[src/design/pssm_pkg.sv]
// Shared constants and types of the password secured serial memory
package pssm_pkg;
   // Clock and nonvolatile cycle timing
   localparam int CLK_MHZ = 100;
   localparam int NVW_TIME_MS = 10;
   localparam int NVW_CYCLES = NVW_TIME_MS * 1000 * CLK_MHZ;
   localparam int NVW_W = 24;
   // Array geometry
   localparam int MEM_BYTES = 112;
   localparam int SEC_BYTES = 8;
   localparam logic [3:0] N_SECTORS = 4'hE;
   localparam logic [6:0] ADDR_LAST = 7'h6F;
   // Command byte codes
   localparam logic [2:0] CMD_SEC_PFX = 3'h4;
   localparam logic [7:0] CMD_CHG_WPW = 8'hFC;
   localparam logic [7:0] CMD_CHG_RPW = 8'hFE;
   localparam logic [7:0] CMD_POLL = 8'h55;
   // Bit and byte counters
   localparam logic [3:0] BIT_TOP = 4'h7;
   localparam logic [3:0] BIT_ACK = 4'h8;
   localparam logic [3:0] BIT_END = 4'h9;
   localparam logic [3:0] NB_PWD_LAST = 4'h7;
   localparam logic [3:0] NB_FULL = 4'h8;
   localparam logic [3:0] NB_OVER = 4'h9;
   // Retry limit and password width
   localparam logic [3:0] RETRY_MAX = 4'h8;
   localparam int PWD_W = 64;
   // Fixed response to reset stream, first byte in the top bits
   localparam logic [31:0] RTR_DATA = 32'h1900AA55;
   localparam logic [4:0] RTR_TOP = 5'h1F;
   // Protocol states
   typedef enum logic [2:0] {
      ST_IDLE, ST_CMD, ST_PWD, ST_PWAIT, ST_WDATA, ST_RDATA, ST_RTR
   } pssm_state_e;
   // Pending operation behind a password
   typedef enum logic [1:0] {OP_WRITE, OP_READ, OP_WPW, OP_RPW} pssm_op_e;
endpackage

[src/design/pssm_nv_if.sv]
// Link between protocol engine and nonvolatile store
`timescale 1ns/1ps
interface pssm_nv_if;
   import pssm_pkg::*;
   logic [6:0] rd_addr; // Byte being read out
   logic [7:0] rd_data; // Array byte at rd_addr
   logic chk_req; // Pulse: check password, start cycle
   logic chk_wr; // Check against write password
   logic [PWD_W-1:0] chk_pwd; // Password received
   logic chk_ok; // Last check matched
   logic busy; // Nonvolatile cycle running
   logic wr_req; // Pulse: commit eight bytes
   pssm_op_e wr_op; // Sector or password target
   logic [3:0] wr_sector; // Target sector
   logic [PWD_W-1:0] wr_data; // First byte in top bits
   modport ctrl (output rd_addr, chk_req, chk_wr, chk_pwd, wr_req, wr_op, wr_sector,
      wr_data, input rd_data, chk_ok, busy);
   modport store (input rd_addr, chk_req, chk_wr, chk_pwd, wr_req, wr_op, wr_sector,
      wr_data, output rd_data, chk_ok, busy);
endinterface // pssm_nv_if

[src/design/pssm_core.sv]
// Protocol engine of the password secured serial memory, device side
// How it works
// - Fourteen sectors of eight bytes, sector aligned
// - Writes take eight bytes, reads run on
// - Command prefix, sector, direction; three fixed codes
// - Write password guards writes and changes
// - Two 64-bit passwords, initially zero
// - Bytes of eight bits, ninth clock acknowledges
// - Command byte during write cycle gets no ack
// - Stop before launch abandons write, standby
// - Standby after transaction or failed access
// - Each bad password up to the eighth bumps retry counter
// - Overflow wipes array and both passwords
// - Good password clears counter, grants access
// - Start and stop detected with clock high
// - Bus ignored until a start
// - Start during input restarts command reception
// - Start and stop ignored while outputting
// - Stop during input returns to standby
// - Deselect floats data line, enters standby
// - Reset pulse sends 32 fixed bits if the store is not busy; a second one stops them
// - One bit per clock, stream repeats
// - Poll acked only when done and correct
`timescale 1ns/1ps
module pssm_core
   import pssm_pkg::*;
#(
   parameter int NV_CYCLES = NVW_CYCLES
) (
   input wire logic clk,
   input wire logic rst,
   input wire logic cs_n,
   input wire logic scl,
   input wire logic sda_i,
   input wire logic card_rst,
   output logic sda_o,
   output logic sda_oe
);
   pssm_nv_if nv (); // Link to the store

   logic s_csn; // Synchronised select, active low
   logic s_scl; // Synchronised serial clock
   logic s_sda; // Synchronised data line
   logic s_rst; // Synchronised reset pin
   logic scl_p_q; // Serial clock one cycle back
   logic sda_p_q; // Data line one cycle back
   logic rst_p_q; // Reset pin one cycle back

   pssm_state_e state_q; // Protocol state
   logic [3:0] cnt_q; // Bit position; 8 means the eighth bit is in, 9 is the ack clock
   logic [7:0] shift_q; // Incoming bits
   logic [7:0] tx_q; // Byte being sent
   logic [PWD_W-1:0] stage_q; // Password or write data
   logic [3:0] nbytes_q; // Bytes taken in this phase
   logic [3:0] sector_q; // Addressed sector
   logic [6:0] addr_q; // Next byte to read
   pssm_op_e op_q; // Operation waiting for the password
   logic poll_q; // Password cycle started, poll expected
   logic [4:0] rtr_idx_q; // Position in the reset stream
   logic oe_q; // Pulls the data line low
   logic chk_req_q; // One-cycle check request
   logic wr_req_q; // One-cycle commit request

   logic scl_rise;
   logic scl_fall;
   logic start_ev;
   logic stop_ev;
   logic rst_rise;
   logic outputting;
   logic in_xfer;
   logic cmd_sec;
   logic cmd_ok;
   logic is_poll;
   logic poll_go;
   logic poll_wait;
   pssm_op_e cmd_op;
   logic [PWD_W-1:0] stage_next;
   logic [4:0] rtr_next;
   logic [6:0] addr_next;

   // All four pins cross into the clock domain first
   pssm_sync #(
      .W(4)
   ) u_sync (
      .clk(clk),
      .rst(rst),
      .d({cs_n, scl, sda_i, card_rst}),
      .q({s_csn, s_scl, s_sda, s_rst})
   );

   pssm_nvstore #(
      .NV_CYCLES(NV_CYCLES)
   ) u_store (
      .clk(clk),
      .rst(rst),
      .nv(nv)
   );

   // Previous samples for edge detection
   always_ff @(posedge clk) begin
      if (rst) begin
         scl_p_q <= 1'b0;
         sda_p_q <= 1'b1;
         rst_p_q <= 1'b0;
      end else begin
         scl_p_q <= s_scl;
         sda_p_q <= s_sda;
         rst_p_q <= s_rst;
      end
   end

   // Edges of the serial clock; the clock must stay high across both samples
   assign scl_rise = s_scl & ~scl_p_q;
   assign scl_fall = ~s_scl & scl_p_q;
   assign start_ev = s_scl & scl_p_q & sda_p_q & ~s_sda;
   assign stop_ev = s_scl & scl_p_q & ~sda_p_q & s_sda;
   assign rst_rise = s_rst & ~rst_p_q;
   // While the device drives data a master cannot make a start or stop
   assign outputting = (state_q == ST_RDATA) || (state_q == ST_RTR);
   // Idle ignores the bus; the wait state only finishes its ack clock, then lets go
   assign in_xfer = (state_q == ST_CMD) || (state_q == ST_PWD) || (state_q == ST_WDATA) ||
      outputting || (state_q == ST_PWAIT && cnt_q == BIT_END);

   // Command byte decode
   assign cmd_sec = (shift_q[7:5] == CMD_SEC_PFX) && (shift_q[4:1] < N_SECTORS);
   assign cmd_ok = cmd_sec || (shift_q == CMD_CHG_WPW) || (shift_q == CMD_CHG_RPW);
   assign is_poll = shift_q == CMD_POLL;
   assign cmd_op = (shift_q == CMD_CHG_WPW) ? OP_WPW : (shift_q == CMD_CHG_RPW) ? OP_RPW :
      shift_q[0] ? OP_READ : OP_WRITE;
   // Poll answer needs a finished cycle and a matching password
   assign poll_go = poll_q && is_poll && !nv.busy && nv.chk_ok;
   assign poll_wait = poll_q && is_poll && nv.busy;
   assign stage_next = {stage_q[PWD_W-9:0], shift_q};
   assign rtr_next = rtr_idx_q + 5'h01;
   // Reading runs on through the sectors and wraps at the end
   assign addr_next = (addr_q == ADDR_LAST) ? '0 : 7'(addr_q + 7'h01);

   // Store requests come straight from registers
   assign nv.rd_addr = addr_q;
   assign nv.chk_req = chk_req_q;
   assign nv.chk_wr = op_q != OP_READ;
   assign nv.chk_pwd = stage_q;
   assign nv.wr_req = wr_req_q;
   assign nv.wr_op = op_q;
   assign nv.wr_sector = sector_q;
   assign nv.wr_data = stage_q;

   // Open drain: the level driven is always low, only the enable moves
   always_ff @(posedge clk) begin
      if (rst) begin
         sda_o <= 1'b0;
      end else begin
         sda_o <= 1'b0;
      end
   end
   assign sda_oe = oe_q;

   // Protocol engine; select, reset pin, start, stop, then clock edges
   always_ff @(posedge clk) begin
      chk_req_q <= 1'b0;
      wr_req_q <= 1'b0;
      if (rst) begin
         state_q <= ST_IDLE;
         cnt_q <= '0;
         shift_q <= '0;
         tx_q <= '0;
         stage_q <= '0;
         nbytes_q <= '0;
         sector_q <= '0;
         addr_q <= '0;
         op_q <= OP_WRITE;
         poll_q <= 1'b0;
         rtr_idx_q <= '0;
         oe_q <= 1'b0;
      end else if (s_csn) begin
         // Deselected: line released, standby; a running cycle carries on
         state_q <= ST_IDLE;
         oe_q <= 1'b0;
         cnt_q <= '0;
         poll_q <= 1'b0;
      end else if (rst_rise) begin
         if (state_q == ST_RTR) begin
            // A second pulse mid stream stops it with the line released
            state_q <= ST_IDLE;
            oe_q <= 1'b0;
         end else if (!nv.busy) begin
            state_q <= ST_RTR;
            rtr_idx_q <= '0;
            oe_q <= ~RTR_DATA[RTR_TOP];
         end
      end else if (start_ev && !outputting) begin
         // A start outside the output states reopens command reception; a pending poll survives it only from the wait state
         state_q <= ST_CMD;
         cnt_q <= '0;
         oe_q <= 1'b0;
         poll_q <= poll_q && (state_q == ST_PWAIT);
      end else if (stop_ev && !outputting) begin
         // Only a complete eight byte block starts the write cycle
         if (state_q == ST_WDATA && nbytes_q == NB_FULL) begin
            wr_req_q <= 1'b1;
         end
         state_q <= ST_IDLE;
         cnt_q <= '0;
         oe_q <= 1'b0;
         poll_q <= 1'b0;
      end else if (state_q == ST_RTR) begin
         // Next stream bit after each falling clock; wraps after 32
         if (scl_fall) begin
            rtr_idx_q <= rtr_next;
            oe_q <= ~RTR_DATA[5'(RTR_TOP - rtr_next)];
         end
      end else if (scl_rise && in_xfer) begin
         // Sample data bits and the master's ack on the rising clock
         if (cnt_q < BIT_ACK) begin
            shift_q <= {shift_q[6:0], s_sda};
            cnt_q <= cnt_q + 4'h1;
         end else if (cnt_q == BIT_END && state_q == ST_RDATA && s_sda) begin
            state_q <= ST_IDLE;
            cnt_q <= '0;
         end
      end else if (scl_fall && in_xfer) begin
         if (cnt_q == BIT_ACK) begin
            // Eighth bit is in: decide the ack for the ninth clock
            cnt_q <= BIT_END;
            case (state_q)
               ST_CMD: begin
                  if (poll_go) begin
                     oe_q <= 1'b1;
                     state_q <= (op_q == OP_READ) ? ST_RDATA : ST_WDATA;
                     nbytes_q <= '0;
                     addr_q <= {sector_q, 3'h0};
                     poll_q <= 1'b0;
                  end else if (poll_wait) begin
                     oe_q <= 1'b0;
                     state_q <= ST_PWAIT;
                  end else if (poll_q && is_poll) begin
                     // Wrong password: refused and back to standby
                     oe_q <= 1'b0;
                     state_q <= ST_IDLE;
                     poll_q <= 1'b0;
                  end else if (nv.busy || !cmd_ok) begin
                     oe_q <= 1'b0;
                     state_q <= ST_IDLE;
                     poll_q <= 1'b0;
                  end else begin
                     oe_q <= 1'b1;
                     op_q <= cmd_op;
                     sector_q <= shift_q[4:1];
                     nbytes_q <= '0;
                     state_q <= ST_PWD;
                     poll_q <= 1'b0;
                  end
               end
               ST_PWD: begin
                  oe_q <= 1'b1;
                  stage_q <= stage_next;
                  nbytes_q <= nbytes_q + 4'h1;
                  // Last password byte: check it and run the cycle
                  if (nbytes_q == NB_PWD_LAST) begin
                     chk_req_q <= 1'b1;
                     state_q <= ST_PWAIT;
                     poll_q <= 1'b1;
                  end
               end
               ST_WDATA: begin
                  // Bytes beyond eight are refused and void the block
                  if (nbytes_q < NB_FULL) begin
                     oe_q <= 1'b1;
                     stage_q <= stage_next;
                     nbytes_q <= nbytes_q + 4'h1;
                  end else begin
                     oe_q <= 1'b0;
                     nbytes_q <= NB_OVER;
                  end
               end
               default: begin
                  // Sending: release the line for the master's ack
                  oe_q <= 1'b0;
               end
            endcase
         end else if (cnt_q == BIT_END) begin
            // Ack clock over: release, or start the next read byte
            cnt_q <= '0;
            if (state_q == ST_RDATA) begin
               tx_q <= nv.rd_data;
               oe_q <= ~nv.rd_data[7];
               addr_q <= addr_next;
            end else begin
               oe_q <= 1'b0;
            end
         end else if (state_q == ST_RDATA) begin
            oe_q <= ~tx_q[3'(BIT_TOP - cnt_q)];
         end
      end
   end

   property p_desel;
      @(posedge clk) disable iff (rst) s_csn |=> !sda_oe && state_q == ST_IDLE;
   endproperty
   a_desel: assert property (p_desel) else $error("select high left line driven");

   property p_busy_nack;
      @(posedge clk) disable iff (rst)
         state_q == ST_CMD && scl_fall && cnt_q == BIT_ACK && !poll_q && nv.busy && !s_csn
         && !rst_rise |=> !sda_oe && state_q == ST_IDLE;
   endproperty
   a_busy_nack: assert property (p_busy_nack) else $error("command acked while busy");

   property p_rtr_first;
      @(posedge clk) disable iff (rst)
         !s_csn && rst_rise && !nv.busy && state_q != ST_RTR
         |=> state_q == ST_RTR && sda_oe == ~RTR_DATA[RTR_TOP] && rtr_idx_q == '0;
   endproperty
   a_rtr_first: assert property (p_rtr_first) else $error("reset stream did not start");

   property p_rtr_wrap;
      @(posedge clk) disable iff (rst)
         state_q == ST_RTR && rtr_idx_q == RTR_TOP && scl_fall && !s_csn && !rst_rise
         |=> rtr_idx_q == '0 && sda_oe == ~RTR_DATA[RTR_TOP];
   endproperty
   a_rtr_wrap: assert property (p_rtr_wrap) else $error("reset stream did not repeat");

   property p_start_restart;
      @(posedge clk) disable iff (rst)
         start_ev && !s_csn && !rst_rise && (state_q == ST_PWD || state_q == ST_WDATA)
         |=> state_q == ST_CMD && cnt_q == '0 && !sda_oe;
   endproperty
   a_start_restart: assert property (p_start_restart) else $error("start did not restart");

   property p_stop_idle;
      @(posedge clk) disable iff (rst)
         stop_ev && !s_csn && !rst_rise && (state_q == ST_CMD || state_q == ST_PWD)
         |=> state_q == ST_IDLE ##1 !sda_oe;
   endproperty
   a_stop_idle: assert property (p_stop_idle) else $error("stop did not reach standby");

   property p_out_ignores;
      @(posedge clk) disable iff (rst)
         state_q == ST_RDATA && (start_ev || stop_ev) && !s_csn && !rst_rise
         |=> state_q != ST_CMD;
   endproperty
   a_out_ignores: assert property (p_out_ignores) else $error("start taken while sending");

   property p_drive_low_clk;
      @(posedge clk) disable iff (rst)
         $changed(sda_oe) && state_q != ST_RTR && $past(state_q) != ST_RTR && !s_csn
         |-> !s_scl;
   endproperty
   a_drive_low_clk: assert property (p_drive_low_clk) else $error("line moved, clock high");

   property p_short_write;
      @(posedge clk) disable iff (rst)
         stop_ev && !s_csn && !rst_rise && state_q == ST_WDATA && nbytes_q != NB_FULL
         |=> !wr_req_q;
   endproperty
   a_short_write: assert property (p_short_write) else $error("short block committed");

   c_rtr: cover property (@(posedge clk) disable iff (rst) state_q == ST_RTR && scl_fall);
   c_read: cover property (@(posedge clk) disable iff (rst) state_q == ST_RDATA);
   c_write: cover property (@(posedge clk) disable iff (rst) wr_req_q);
   c_poll_busy: cover property (@(posedge clk) disable iff (rst) poll_wait && scl_fall);
endmodule // pssm_core

[src/design/pssm_sync.sv]
// Two flip-flop synchroniser for pin inputs
`timescale 1ns/1ps
module pssm_sync #(
   parameter int W = 1
) (
   input wire logic clk,
   input wire logic rst,
   input wire logic [W-1:0] d,
   output logic [W-1:0] q
);
   logic [W-1:0] meta_q; // First stage, read by q only

   // Both stages clear on reset
   always_ff @(posedge clk) begin
      if (rst) begin
         meta_q <= '0;
         q <= '0;
      end else begin
         meta_q <= d;
         q <= meta_q;
      end
   end
endmodule // pssm_sync

[src/design/pssm_nvstore.sv]
// Array, passwords, retry counter and nonvolatile cycle timer
`timescale 1ns/1ps
module pssm_nvstore
   import pssm_pkg::*;
#(
   parameter int NV_CYCLES = NVW_CYCLES
) (
   input wire logic clk,
   input wire logic rst,
   pssm_nv_if.store nv
);
   logic [7:0] mem_q [MEM_BYTES]; // Fourteen sectors of eight bytes
   logic [PWD_W-1:0] rpw_q; // Read password
   logic [PWD_W-1:0] wpw_q; // Write password
   logic [3:0] retry_q; // Failed attempts so far
   logic [NVW_W-1:0] timer_q; // Cycles left in the write cycle
   logic ok_q; // Result of last check
   logic pwd_match;
   logic wipe;

   // Sector writes and password changes use the write password
   assign pwd_match = nv.chk_pwd == (nv.chk_wr ? wpw_q : rpw_q);
   // Ninth bad attempt in a row clears everything
   assign wipe = nv.chk_req & ~pwd_match & (retry_q == RETRY_MAX);
   assign nv.busy = timer_q != '0;
   assign nv.rd_data = mem_q[nv.rd_addr];
   assign nv.chk_ok = ok_q;

   // Every check and commit costs one full cycle, which slows guessing
   always_ff @(posedge clk) begin
      if (rst) begin
         timer_q <= '0;
      end else if (nv.chk_req || nv.wr_req) begin
         timer_q <= NVW_W'(NV_CYCLES);
      end else if (nv.busy) begin
         timer_q <= timer_q - 1'b1;
      end
   end

   // Retry counter and check result
   always_ff @(posedge clk) begin
      if (rst) begin
         retry_q <= '0;
         ok_q <= 1'b0;
      end else if (nv.chk_req) begin
         ok_q <= pwd_match;
         if (pwd_match || wipe) begin
            retry_q <= '0;
         end else begin
            retry_q <= retry_q + 1'b1;
         end
      end
   end

   // Passwords start as zeros and return to zeros on a wipe
   always_ff @(posedge clk) begin
      if (rst || wipe) begin
         rpw_q <= '0;
         wpw_q <= '0;
      end else if (nv.wr_req && nv.wr_op == OP_WPW) begin
         wpw_q <= nv.wr_data;
      end else if (nv.wr_req && nv.wr_op == OP_RPW) begin
         rpw_q <= nv.wr_data;
      end
   end

   // A sector commit always lands on the sector's first byte
   always_ff @(posedge clk) begin
      if (rst || wipe) begin
         for (int i = 0; i < MEM_BYTES; i++) begin
            mem_q[i] <= '0;
         end
      end else if (nv.wr_req && nv.wr_op == OP_WRITE) begin
         for (int i = 0; i < SEC_BYTES; i++) begin
            mem_q[{nv.wr_sector, 3'(i)}] <= nv.wr_data[PWD_W-1-8*i -: 8];
         end
      end
   end

   property p_retry_cap;
      @(posedge clk) disable iff (rst) retry_q <= RETRY_MAX;
   endproperty
   a_retry_cap: assert property (p_retry_cap) else $error("retry count past limit");

   property p_wipe;
      @(posedge clk) disable iff (rst)
         wipe |=> (wpw_q == '0) && (rpw_q == '0) && (mem_q[0] == '0) && (retry_q == '0);
   endproperty
   a_wipe: assert property (p_wipe) else $error("overflow did not clear");

   property p_good_resets;
      @(posedge clk) disable iff (rst)
         nv.chk_req && pwd_match |=> ok_q && (retry_q == '0) && nv.busy;
   endproperty
   a_good_resets: assert property (p_good_resets) else $error("good password mishandled");

   c_wipe: cover property (@(posedge clk) disable iff (rst) wipe);
endmodule // pssm_nvstore

[config.mk]
export PLATFORM = sky130hd
export DESIGN_NAME = pssm_core
export DESIGN_NICKNAME = d
export VERILOG_FILES = /design/src/design/pssm_pkg.sv /design/src/design/pssm_nv_if.sv /design/src/design/pssm_core.sv /design/src/design/pssm_sync.sv /design/src/design/pssm_nvstore.sv
export SDC_FILE = /design/constraint.sdc
export NUM_CORES = 2
export LEC_CHECK = 0
export CAP_MARGIN = 10
export CELL_PAD_IN_SITES_DETAIL_PLACEMENT = 1
export CELL_PAD_IN_SITES_GLOBAL_PLACEMENT = 2
export CORE_MARGIN = 1
export CORE_UTILIZATION = 41
export DETAILED_ROUTE_END_ITERATION = 10
export DONT_BUFFER_PORTS = 1
export PLACE_DENSITY_LB_ADDON = 0.1
export SLEW_MARGIN = 20
export SYNTH_ARGS = -nofsm -noshare
export SYNTH_HDL_FRONTEND = slang
export SYNTH_SLANG_ARGS = --single-unit
[constraint.sdc]
create_clock -name clk -period 6.8 [get_ports clk]
set_clock_uncertainty 0.05 [all_clocks]
set_input_delay 0.68 -clock clk [delete_from_list [all_inputs] [get_ports clk]]
set_output_delay 0.68 -clock clk [all_outputs]
set_load 0.02 [all_outputs]
### After elaboration in Yosys (flattened, before gate mapping)

Memories as Yosys holds them, arrays and structs flattened. A register that Yosys moved wholly into a read port is not among the register bits.
Cells that the tools add are included.

| cells by class | value |
|---|---|
| order comparisons | 5 |
| $add $sub $neg | 8 |
| multiplexer cells | 120 |
| eq/ne operators | 43 |
| bitwise logic cells | 33 |
| reduce and logical (&&, ||, !) cells | 74 |

Operator list:

| cell | count |
|---|---|
| $mux W64 | 2 |
| $pmux W64 S2 | 1 |
| $mux W7 | 16 |
| $eq A64 B64 Y1 | 1 |
| $mux W8 | 8 |
| $reduce_or A8 Y1 | 8 |
| $mux W4 | 15 |
| $mux W1 | 46 |
| $mux W20 | 2 |
| $mux W3 | 13 |
| $mux W5 | 7 |
| $reduce_bool A24 Y1 | 1 |
| $sub A24 B1 Y24 const B | 1 |
| $not A1 Y1 | 23 |
| $reduce_and A10 Y1 | 2 |
| $reduce_bool A5 Y1 | 4 |
| $logic_and A1 B1 Y1 | 17 |
| $eq A4 B4 Y1 const B | 4 |
| $eq A8 B8 Y1 const B | 2 |
| $reduce_and A8 Y1 | 2 |
| $ne A5 B3 Y1 const B | 3 |
| $reduce_and A7 Y1 | 2 |
| $reduce_and A13 Y1 | 1 |
| $add A4 B1 Y4 const B | 3 |
| other kinds (47) | 99 |

| word-level totals | value |
|---|---|
| register bits | 281 |
| RAM bits | 896 |
| bits in read-only memories | 32 |
| memories kept | 2 |

Memories:

| name | depth | width | read ports | clocked after memory_dff | wr ports | line | source |
|---|---|---|---|---|---|---|---|
| u_store.mem_q | 112 | 8 | 1 | 1 | 112 | pssm_nvstore.sv:12 | `logic [7:0] mem_q [MEM_BYTES];` |
| (no name shown) | 32 | 1 | 1 | 0 | 0 | pssm_core.sv:210 | `oe_q <= ~RTR_DATA[5'(RTR_TOP - rtr_next)];` |

### Longest topological paths before layout

| logic depth | value |
|---|---|
| depth after elaboration | 18 |
| depth in mapped cells | 14 |
| gate-level depth less buffers | 10 |

### Modules after synthesis

A second synthesis with hierarchy kept.

| second synthesis, totals | value |
|---|---|
| cells, all modules | 4,729 |
| area total of the unflattened synthesis | 57,895.5 um^2 |

Modules (own cells, without submodules):

| module | area an instance (um^2) | cells each | times used |
|---|---|---|---|
| pssm_nvstore | 52,405.3 | 4,052 | 1 |
| pssm_core | 5,280.1 | 661 | 1 |
| pssm_sync | 210.2 | 16 | 1 |

### Worst setup path after synthesis

No wires, ideal clock.

| timing | value |
|---|---|
| path type | flip-flop to flip-flop |
| start | register op_q[1] (netlist: nv.wr_op[1]) |
| end | memory u_store.mem_q[120][0] (enable) |
| stages on the path, launching flop included | 14 |
| setup slack | -632 ps |
| arrival | 6,817 ps |
| path through | dfxtp_1 buf_2 nand2b_1 buf_4 buf_2 mux2i_1 xnor2_1 nor4_1 nand4_1 nor4_4 o21bai_1 buf_2 buf_6 nor3_1 |

RTL lines:

| element | line | source |
|---|---|---|
| from (decl) | pssm_core.sv:57 | `pssm_op_e op_q;` |
| from (signal assigned) | pssm_core.sv:247 | `op_q <= cmd_op;` |
| to (decl) | pssm_nvstore.sv:12 |  |

==> impl_metrics.py <==
metrics = {
    "die": {
        "core_area_um2": 137000,
        "pin_count": 8,
        "rows": 136,
        "fp.dieH_um": 374,
        "dieArea_um2": 140000,
        "die_w_um": 374,
        "start_util_pct": 41.2,
    },
    "flow_run": {
        "maxCapViolCount": 0,
    },
    "timing": {
        "holdWs_ns": 0.0753,
        "finalMaxSlewViolations": 0,
        "tightest_slew_ns": 1.14,
        "grt_setup_unrepaired": "no",
        "setup_viol": 0,
        "clock.fmax_ghz": 0.179,
        "slew_headroom_pct": 23.8,
        "hold_violations": 0,
        "setup_tns_ns": 0,
        "finalCriticalPeriod_ns": 5.58,
        "post-route-period-util_pct": 82.1,
    },
    "worst_setup_path": {
        "critPathKind": "reg2reg",
        "cp_max_fo": 60,
        "cp-end-kind": "flop",
        "arrival_ns": 5.93,
        "r2r-start": "nv.wr_op[1]",
        "cp-start-kind": "flop",
        "worstReg2RegEnd": "u_store.mem_q[126][4]",
        "ff2ff_setup_slack_ns": 1.22,
        "crit_required_ns": 7.15,
        "reg2regPathDepth": 11,
    },
    "synth": {
        "ys.warnings.count": 0,
        "ys.flop_type": "edfxtp_1",
        "post-synth-top-area-cell": "edfxtp_1",
        "synthesis.nets": 4448,
        "synthTopCellsByCount": "edfxtp_1 (1024), nor2_1 (987), nand2_1 (695), mux4_2 (314), dfxtp_1 (288)",
        "synth_top_area_share_pct": 54.3,
        "syn-instance-count": 4429,
        "yosysSeqAreaShare_pct": 64.5,
        "synthArstFlopShare_pct": 0,
        "synthTopCellsByArea": "edfxtp_1 (54%), mux4_2 (12%), dfxtp_1 (10%)",
        "ys_ff_latch": 1312,
        "synth_edf_count": 1024,
        "yosysUniqueCellTypes": 70,
        "syn_area_per_cell_um2": 12.8,
        "yosysMostFrequentCell": "edfxtp_1",
        "netlist_area_um2": 56600,
    },
    "drt": {
        "vias": 35369,
        "drc": 0,
        "routed_wl_um": 171000,
        "dr.pass1.iters": 5,
        "wl_per_cell_um": 27.2,
        "ant_nets": 0,
        "vias_per_cell": 5.65,
        "drtIter0Drc": 2757,
    },
    "pwr": {
        "leakage_nw": 20.2,
        "internal_power_mw": 13.7,
        "p_comb_share_pct": 4.1,
        "p_sw_mw": 3.81,
        "p_clk_share_pct": 44.6,
        "irDropWorstVdd_uv": 201,
        "switching_share_pct": 21.8,
        "p_per_area_nw_per_um2": 275,
        "power_frac_seq_pct": 51.4,
    },
    "global_routing": {
        "antenna_found_initial": 6,
        "grt_pass1_wl_um": 253000,
        "overflow": 0,
        "grt_max_degree": 124,
        "grt_pass1_vias": 36418,
        "grtUsageTotal_pct": 24.6,
    },
    "status": {
        "status": "finished, final reports clean",
    },
    "clocking": {
        "post_cts_buffers": 0,
        "cts_tree": "built",
        "cts.path.max_buffers": 3,
        "cts_buffers": 146,
        "clk_latency_ns": 0.78,
        "cts_sinks": 1312,
        "cts_htree_levels": 4,
        "clkTransAtPathRegs_ns": 0.06,
        "clock-root-buffer": "clkbuf_16",
    },
    "cells_and_area": {
        "nFillCells": 13817,
        "nNetsFinal": 4366,
        "drive_gt1_share_pct": 15.8,
        "final_util_pct": 46.3,
        "synthToLayoutAreaGrowth_pct": 12.2,
    },
    "place": {
        "numPortBuffers": 0,
        "routabilityCongestion": 0.792,
        "dp_hpwl_um": 106000,
    },
    "worst_hold_path": {
        "hold_path.class": "in2reg",
        "holdPathEnd": "u_store.retry_q[2]",
        "min-delay-start": "rst",
        "hold_depth": 2,
    },
}
## how the worst max path moves through the flow
| stage | from | to | slack (ns) | cells after the start |
|---|---|---|---|---|
| final | nv.wr_op[1] | u_store.mem_q[126][4] | 1.22 | 11 |
| after global routing | nv.wr_op[1] | u_store.mem_q[127][4] | 0.80 | 11 |
| after CTS | nv.wr_op[1] | u_store.mem_q[118][4] | 1.19 | 11 |
| after detailed placement | nv.wr_op[1] | u_store.mem_q[118][6] | 1.22 | 11 |
| after global placement | nv.wr_op[1] | u_store.mem_q[114][4] | 1.28 | 11 |
| after floorplan | nv.wr_op[1] | u_store.mem_q[120][0] | -0.63 | 13 |
## per-stage QoR
| stage | power (mW) | instances | setup slack, ns | instance area, um2 |
|---|---|---|---|---|
| floorplan | 9.64 | 4429 | -0.632 | 56600 |
| global route | 18.0 | 6257 | 0.803 | 63600 |
| finish | 17.5 | 6260 | 1.22 | 63600 |
| detailed placement | 9.84 | 5985 | 1.22 | 58800 |
| CTS | 17.6 | 6255 | 1.19 | 63500 |
| global placement | 9.80 | 5984 | 1.28 | 58800 |
## power groups by stage
stage	Clock, mW	Sequential (mW)	Combinational [mW]
detailed placement	0	9.14	0.696
finish	7.78	8.97	0.715
CTS	7.94	8.97	0.720
floorplan	0	9.12	0.516
global route	8.24	8.99	0.782
global placement	0	9.13	0.679
## per-layer routing
metal,GRT usage [%],vias to the layer above,wire [um]
li1,-,15710,-
met1,34.5,18656,76800
met2,39.6,781,81200
met3,3.62,218,7690
met4,7.84,4,4930
met5,0,-,27
## state kept, by name, summed over array words and instances (netlist names), 5 cells and up, named ones only
| signal | flops |
|---|---|
| tx_q | 8 |
| u_store.rpw_q | 64 |
| rtr_idx_q | 5 |
| nv.chk_pwd | 64 |
| u_store.mem_q | 1024 |
| addr_q | 7 |
| u_store.wpw_q | 64 |
| u_store.timer_q | 24 |
| shift_q | 8 |
## timing repair
action / in CTS / in global routing
hold endpoints to repair: 130 / 0
resized for setup: 0 / 0
endpoints found under the setup margin: 0 / 0
hold buffers: 6 / 0
## logic make-up (layout without fill, tap and decap cells)
family	count (synthesis)	in the layout	synth area share (%)
mux	406	406	14.1
buf+inv	387	421	2.84
other cells	1	4	0.00662
flops	1312	1312	64.5
xor+xnor	91	91	1.41
compound gates	380	380	3.91
simple gates	1839	1839	13.0
fa+ha+maj	13	13	0.287
## worst max-delay path, cell delays in order, from the launching register on
cell	delay, ns
dfxtp_1	0.50
nand2b_4	0.73
buf_4	0.42
mux2i_1	0.25
xnor2_1	0.09
nor4_1	0.40
nand4_1	0.26
nor4_4	0.86
o21bai_4	0.31
buf_4	0.41
nor3_2	0.28
buf_4	0.52
## layout make-up
cell class                      instances  area (um2)  share of cell area (%)
Tap cell                             1794        2240                    3.53
Multi-Input combinational cell       2730       18800                    29.6
Inverter                               23        88.8                   0.140
Timing Repair Buffer                  134        1240                    1.96
Clock inverter                         54         460                   0.724
Clock buffer                          210        4180                    6.58
Antenna cell                            3        7.51                  0.0118
Sequential cell                      1312       36500                    57.5
## layout by cell type, fill, tap and decap left out, types with 17 or more instances in the layout
cell,instances
a21oi_1,244
a22oi_1,37
buf_4,112
clkbuf_1,41
clkbuf_16,151
clkbuf_8,18
clkinv_1,21
clkinv_2,20
dfxtp_1,285
edfxtp_1,1024
inv_1,21
mux2i_1,87
mux4_2,314
nand2_1,693
nand2b_1,18
nand3_1,17
nor2_1,982
nor4_1,25
o21ai_0,20
o21bai_4,19
xnor2_1,81
No activity file was read; power rests on OpenSTA's default activity.
